## config.mk

```make
export PLATFORM = sky130hd
export DESIGN_NAME = gswc_top
export DESIGN_NICKNAME = d
export VERILOG_FILES = /design/src/logic/gswc_pkg.sv /design/src/logic/gswc_top.sv
export VERILOG_INCLUDE_DIRS = /design/src /design/src/logic
export SDC_FILE = /design/constraint.sdc
export NUM_CORES = 1
export LEC_CHECK = 0
export BUFFER_PORTS_ARGS = -buffer_cell sky130_fd_sc_hd__buf_2
export CAP_MARGIN = 40
export CORE_ASPECT_RATIO = 0.75
export CORE_UTILIZATION = 49
export DETAILED_ROUTE_END_ITERATION = 12
export PLACE_DENSITY = 0.86
export SYNTH_ARGS = -nofsm -noshare
export SYNTH_HDL_FRONTEND = slang
export SYNTH_SLANG_ARGS = --single-unit
```

## constraint.sdc

```tcl
create_clock -name pclk -period 3.2 [get_ports pclk]
set_clock_uncertainty 0.05 [all_clocks]
set_input_delay 0.64 -clock pclk [delete_from_list [all_inputs] [get_ports pclk]]
set_output_delay 0.64 -clock pclk [all_outputs]
set_load 0.01 [all_outputs]
```

## src/logic/gswc_params.svh

```systemverilog
/*
  gswc_params.svh: offsets, field positions, reset values for the gpio/strap/wake block.
  assumes: included by the package and by the design module.
*/
`ifndef GSWC_PARAMS_SVH
`define GSWC_PARAMS_SVH
// ============================================================
// register byte offsets
`define GSWC_OFF_OE 12'h000
`define GSWC_OFF_DOUT 12'h004
`define GSWC_OFF_DIN 12'h008
`define GSWC_OFF_STRAP 12'h00c
`define GSWC_OFF_IRQ_STAT 12'h010
`define GSWC_OFF_IRQ_EN 12'h014
`define GSWC_OFF_IRQ_CLR 12'h018
`define GSWC_OFF_WAKE_CTRL 12'h01c
// ============================================================
// strap field positions on the gpio pins
`define GSWC_POS_EEW 7
`define GSWC_POS_RX_HI 6
`define GSWC_POS_RX_LO 5
`define GSWC_POS_TX_HI 4
`define GSWC_POS_TX_LO 3
`define GSWC_POS_DEQ_HI 2
`define GSWC_POS_DEQ_LO 0
// ============================================================
// reset values
`define GSWC_RST_OE 8'h00
`define GSWC_RST_DOUT 8'h00
`define GSWC_RST_RX 2'h0
`define GSWC_RST_TX 2'h0
`define GSWC_RST_DEQ 3'h4
// ============================================================
// interrupt bit positions
`define GSWC_IRQ_WAKE 0
`define GSWC_IRQ_PIN_CHG 1
`define GSWC_IRQ_W 2
`endif

```

## src/logic/gswc_pkg.sv

```systemverilog
/*
  gswc_pkg.sv: types for the gpio/strap/wake block.
  assumes: gswc_params.svh on the include path.
*/
`include "gswc_params.svh"
package gswc_pkg;
  // ============================================================
  // captured strap values
  typedef struct packed {
    logic eeprom_width_strap;
    logic [1:0] rx_termination_trim;
    logic [1:0] tx_termination_trim;
    logic [2:0] driver_equalization_level;
  } gswc_strap_s;

  // ============================================================
  // general purpose pin output and enable pair
  typedef struct packed {
    logic [7:0] out;
    logic [7:0] oe_n;
  } gswc_pin_drive_s;

  typedef enum logic [1:0] {
    GSWC_ST_RESET = 2'b00,
    GSWC_ST_SAMPLE = 2'b01,
    GSWC_ST_RUN = 2'b10
  } gswc_state_e;
endpackage : gswc_pkg

```

## src/logic/gswc_top.sv

```systemverilog
/*
  gswc_top.sv: general-purpose pins, reset-time strap capture, wake output and apb registers.
  assumes: single clock pclk at 10 MHz; apb master follows the standard two-phase protocol;
  pin inputs are synchronous to pclk; the board drives the pads from the three pin signals.
*/
// Decided for this implementation: the APB interface to the registers and the register addresses.
// Function
// - eight pins, input-only or bidirectional per enable
// - pin 7 strap selects 16/8-bit eeprom
// - pins 6:5 give receive termination trim
// - pins 4:3 give transmit termination trim
// - pins 2:0 give equalization level, default 100
// - ring on channel 0 in L2 asserts wake
`timescale 1ns/10ps
`default_nettype none
`include "gswc_params.svh"
module gswc_top
  import gswc_pkg::*;
(
  input wire logic pclk,
  input wire logic presetn,
  input wire logic psel,
  input wire logic penable,
  input wire logic pwrite,
  input wire logic [11:0] paddr,
  input wire logic [31:0] pwdata,
  output logic [31:0] prdata,
  output logic pready,
  output logic pslverr,
  input wire logic [7:0] gpio_in,
  output logic [7:0] gpio_out,
  output logic [7:0] gpio_oe_n,
  input wire logic ring_ch0,
  input wire logic link_in_l2,
  output logic wake_out_n,
  output gswc_strap_s strap,
  output logic irq
);
  // ============================================================
  // apb decode
  function automatic logic is_reg(input logic [11:0] a, input logic [11:0] off);
    is_reg = (a == off);
  endfunction : is_reg

  logic wr_en;
  logic rd_en;
  logic mapped;
  assign wr_en = psel && penable && pwrite;
  assign rd_en = psel && penable && !pwrite;
  assign pready = 1'b1;
  assign mapped = is_reg(paddr, `GSWC_OFF_OE) || is_reg(paddr, `GSWC_OFF_DOUT) ||
    is_reg(paddr, `GSWC_OFF_DIN) || is_reg(paddr, `GSWC_OFF_STRAP) ||
    is_reg(paddr, `GSWC_OFF_IRQ_STAT) || is_reg(paddr, `GSWC_OFF_IRQ_EN) ||
    is_reg(paddr, `GSWC_OFF_IRQ_CLR) || is_reg(paddr, `GSWC_OFF_WAKE_CTRL);
  assign pslverr = psel && penable && !mapped;

  // ============================================================
  // strap capture sequencer
  gswc_state_e state;
  always_ff @(posedge pclk or negedge presetn) begin
    if (!presetn) begin
      state <= GSWC_ST_RESET;
    end else begin
      case (state)
        GSWC_ST_RESET: state <= GSWC_ST_SAMPLE;
        GSWC_ST_SAMPLE: state <= GSWC_ST_RUN;
        GSWC_ST_RUN: state <= GSWC_ST_RUN;
        default: state <= GSWC_ST_RESET;
      endcase
    end
  end

  // async reset loads defaults; pins are caught by a clocked edge after release
  always_ff @(posedge pclk or negedge presetn) begin
    if (!presetn) begin
      strap.eeprom_width_strap <= 1'b0;
      strap.rx_termination_trim <= `GSWC_RST_RX;
      strap.tx_termination_trim <= `GSWC_RST_TX;
      strap.driver_equalization_level <= `GSWC_RST_DEQ;
    end else if (state == GSWC_ST_SAMPLE) begin
      strap.eeprom_width_strap <= gpio_in[`GSWC_POS_EEW];
      strap.rx_termination_trim <= gpio_in[`GSWC_POS_RX_HI:`GSWC_POS_RX_LO];
      strap.tx_termination_trim <= gpio_in[`GSWC_POS_TX_HI:`GSWC_POS_TX_LO];
      strap.driver_equalization_level <= gpio_in[`GSWC_POS_DEQ_HI:`GSWC_POS_DEQ_LO];
    end
  end

  // ============================================================
  // pin direction and data
  logic [7:0] oe;
  logic [7:0] dout;
  always_ff @(posedge pclk or negedge presetn) begin
    if (!presetn) begin
      oe <= `GSWC_RST_OE;
      dout <= `GSWC_RST_DOUT;
    end else if (wr_en) begin
      if (is_reg(paddr, `GSWC_OFF_OE)) begin
        oe <= pwdata[7:0];
      end
      if (is_reg(paddr, `GSWC_OFF_DOUT)) begin
        dout <= pwdata[7:0];
      end
    end
  end

  // pins stay released until straps are taken, so board resistors set them
  logic run;
  assign run = (state == GSWC_ST_RUN);
  genvar g;
  generate
    for (g = 0; g < 8; g++) begin : g_pin
      assign gpio_out[g] = dout[g];
      assign gpio_oe_n[g] = !(run && oe[g]);
    end
  endgenerate

  // ============================================================
  // wake output
  logic wake_en;
  logic wake_hold;
  logic wake_evt;
  assign wake_evt = run && wake_en && ring_ch0 && link_in_l2;
  always_ff @(posedge pclk or negedge presetn) begin
    if (!presetn) begin
      wake_en <= 1'b1;
    end else if (wr_en && is_reg(paddr, `GSWC_OFF_WAKE_CTRL)) begin
      wake_en <= pwdata[0];
    end
  end
  // held until the link leaves L2, so a short ring pulse still wakes the host
  always_ff @(posedge pclk or negedge presetn) begin
    if (!presetn) begin
      wake_hold <= 1'b0;
    end else if (wake_evt) begin
      wake_hold <= 1'b1;
    end else if (!link_in_l2) begin
      wake_hold <= 1'b0;
    end
  end
  assign wake_out_n = !wake_hold;

  // ============================================================
  // interrupts
  logic [7:0] din_q;
  logic [`GSWC_IRQ_W-1:0] irq_stat;
  logic [`GSWC_IRQ_W-1:0] irq_en;
  logic [`GSWC_IRQ_W-1:0] irq_set;
  logic [`GSWC_IRQ_W-1:0] irq_clr;
  always_ff @(posedge pclk or negedge presetn) begin
    if (!presetn) begin
      din_q <= 8'h00;
    end else begin
      din_q <= gpio_in;
    end
  end
  assign irq_set[`GSWC_IRQ_WAKE] = wake_evt && !wake_hold;
  assign irq_set[`GSWC_IRQ_PIN_CHG] = run && (din_q != gpio_in);
  assign irq_clr = (wr_en && is_reg(paddr, `GSWC_OFF_IRQ_CLR)) ?
    pwdata[`GSWC_IRQ_W-1:0] : '0;
  // set beats clear in the same cycle
  always_ff @(posedge pclk or negedge presetn) begin
    if (!presetn) begin
      irq_stat <= '0;
    end else begin
      irq_stat <= (irq_stat & ~irq_clr) | irq_set;
    end
  end
  always_ff @(posedge pclk or negedge presetn) begin
    if (!presetn) begin
      irq_en <= '0;
    end else if (wr_en && is_reg(paddr, `GSWC_OFF_IRQ_EN)) begin
      irq_en <= pwdata[`GSWC_IRQ_W-1:0];
    end
  end
  assign irq = |(irq_stat & irq_en);

  // ============================================================
  // read data, driven combinationally during the access phase
  logic [31:0] next_prdata;
  always_comb begin
    next_prdata = 32'h0000_0000;
    case (paddr)
      `GSWC_OFF_OE: next_prdata[7:0] = oe;
      `GSWC_OFF_DOUT: next_prdata[7:0] = dout;
      `GSWC_OFF_DIN: next_prdata[7:0] = gpio_in;
      `GSWC_OFF_STRAP: next_prdata[7:0] = strap;
      `GSWC_OFF_IRQ_STAT: next_prdata[`GSWC_IRQ_W-1:0] = irq_stat;
      `GSWC_OFF_IRQ_EN: next_prdata[`GSWC_IRQ_W-1:0] = irq_en;
      `GSWC_OFF_WAKE_CTRL: next_prdata[0] = wake_en;
      default: next_prdata = 32'h0000_0000;
    endcase
  end
  // combinational read keeps pready fixed high with no wait state
  assign prdata = rd_en ? next_prdata : 32'h0000_0000;
endmodule : gswc_top
`default_nettype wire

```

==> run metrics <==
Max FO, Critical Path=6; drt total wl=4.42 mm; dominant synthesized flop cell=dfrtp_1; Die Ht=60.5 um; Arrival @ worst endpoint=2.09 ns; Final Hold Violating Endpoints=0; Pre-Repair DR Iteration Count=4; worst ir drop on vdd=0.000260 V; Max-Cap Viols=0; Seq. cell area=1000 sq um; critical path endpoint category=primary output; Setup TNS=0 ns; Area growth, synth to finish=17.6%; Most Crowded Layer GR=met2; port bufs=69; final weighted congestion in routability-driven placement=0.744; Post-CTS Setup Repair Bufs=0; top cells by count, synth=38 x dfrtp_1, 29 x mux2_2, 26 x buf_4; register area share after synthesis=44.9%; CTS Hold Buffers Added=0; initial core utilization=53.2%; Die Span X=80.0 um; hpwl dp=3.35 mm; Async SR Flop Fraction=100%; Logic pwr share=11.4%; clock share of power=36.1%; Max Slew Vio Count=0; multi-input logic area=1080 sq um; routing usage on met1=28.5%; Core Area=4200 sq um; die area=4840 sq um; share of layout cells above drive strength 1=49.6%; Syn Area/Cell=12.5 sq um; global-route met2 utilization=33.2%; Resize count post-CTS=0; DR vias/cell=5.09; Min-Delay Path Class=in -> async; area leader, netlist=dfrtp_1; proportion of power drawn by flip-flops and latches=52.5%; cts bufs inserted=5; number of global-route vias before repair=1456; FP Rows=20; fmax=360 MHz; dpl cells=295; CTS tree=done; most frequent cell after synthesis=dfrtp_1; Sw Ratio=23.5%; critical path type=in -> out; Post-synth EDFFs=0; Synth cell types=40; # DRC=0; met3 usage=4.96%; number of H-tree levels=2; Clock Sinks=40; fin nets=309; run status=finished, final reports clean; Req. time, crit path=2.51 ns; pin count of the biggest net entering global routing=35; Tcrit/Tclk final=86.9%; min cycle time layout=2.78 ns; P_leak=1.31 nW; setup violators final=0; crit start category=input pin; Mapped Area=2240 sq um; clock latency on the worst-skew pair=0.28 ns; synthesized flop and latch total=40; Syn. warnings=0; initial antenna violation count=0; # diodes=0; filler cell count=342; Finished Layout Cells=303; routed via count=1543; internal power=0.761 mW; post-synth top area share=42.5%; gr usage total=20.6%; Post-Synthesis Cells=179; clock buffer depth=2; final antenna-violating net count=0; IO Count=119; first-pass GRT wire length=7.23 mm; top post-synthesis cells by area=dfrtp_1 43%, mux2_2 15%, buf_4 8.7%, mux4_2 6.0%, xor2_1 3.1%; Power Density=378 nW/um^2; RSZ-0062 raised after global routing=false; drt initial violations=97; Reg clk slew, reported paths=0.07 ns; Avg WL per Cell=14.6 um; remaining global-route overflow=0; P_sw=0.234 mW; Clock Root Buffer=clkbuf_8
==> stage by stage <==
step                area, sq um  hold WS [ns]  worst slack [ns]  power [mW]  util (%)
finish                     2630         0.137             0.420       0.995      62.6
global route               2630         0.128             0.325        1.04      62.6
CTS                        2630         0.136             0.420        1.00      62.6
detailed placement         2530         0.429             0.423       0.647      60.2
global placement           2510         0.424             0.422       0.641      59.7
floorplan                  2320         0.294             0.723       0.616         -
==> placed cells by master (no fill, tap or decap), types with 2 or more instances in the layout <==
master,instances
dfrtp_1,38
clkbuf_8,7
dfstp_2,2
a22o_1,2
nand2_1,12
mux4_2,6
inv_1,3
nor2_1,4
mux2_2,29
xor2_1,8
buf_2,69
and4_2,2
nand3_1,3
nor2b_1,6
nor4_1,2
nand4b_1,2
mux2i_1,3
a31oi_1,2
conb_1,25
nor4bb_1,2
ha_1,3
o21a_1,2
==> per-layer routing <==
metal  vias to the layer above  part of all wire (%)
li1                        729                     -
met1                       753                    48
met2                        59                    45
met3                         2                   5.5
met4                         0                  0.52
met5                         -                     0
==> final cells by class <==
| type | instances | area share (%) |
|---|---|---|
| clock buffer | 8 | 3.81 |
| sequential | 40 | 38.2 |
| inverter | 3 | 0.428 |
| timing repair buffer | 70 | 13.9 |
| tap | 55 | 2.62 |
| multi-input combinational | 127 | 41.1 |
==> worst paths after layout <==
check / slack [ns] / depth (start not counted) / start / to
min in group pclk: 0.45 / 1 / wake_hold / wake_hold
min: 0.14 / 1 / presetn / gpio_out[5]
min reg2reg: 0.45 / 1 / wake_hold / wake_hold
max: 0.42 / 6 / paddr[9] / prdata[5]
max in group asynchronous: 2.48 / 2 / presetn / strap[2]
max reg2reg: 1.75 / 4 / state[0] / irq_stat[0]
==> flip-flops by register name, indices dropped and copies added (netlist names) <==
name       flops
state          2
wake_hold      1
strap          8
oe             8
gpio_out       8
irq_stat       2
irq_en         2
wake_en        1
din_q          8
==> critical path, cell delays in order <==
cell and delay (ns):
buf_2 0.11, nor4_4 0.33, nand3_1 0.13, or4_4 0.57, nor2b_1 0.15, buf_2 0.14
==> power by group through the flow <==
stage / combinational, mW / sequential [mW] / clock [mW]
after CTS: 0.114 / 0.522 / 0.368
after global placement: 0.109 / 0.532 / 0
after detailed placement: 0.114 / 0.532 / 0
after global routing: 0.127 / 0.524 / 0.391
after floorplan: 0.0818 / 0.534 / 0
final: 0.114 / 0.522 / 0.359
==> kinds of logic after synthesis <==
kind of cell               after synthesis  share of synthesized area (%)
buffers and inverters                   35                           10.7
and+or+nand+nor                         43                           13.6
muxes                                   38                           22.0
other                                    2                          0.336
AOI/OAI and AO/OA                       10                           3.69
DFF                                     40                           44.9
xor gates and xnor gates                 8                           3.13
adders and majority gates                3                           1.68
Note: power is estimated with default switching activity, not from simulation.
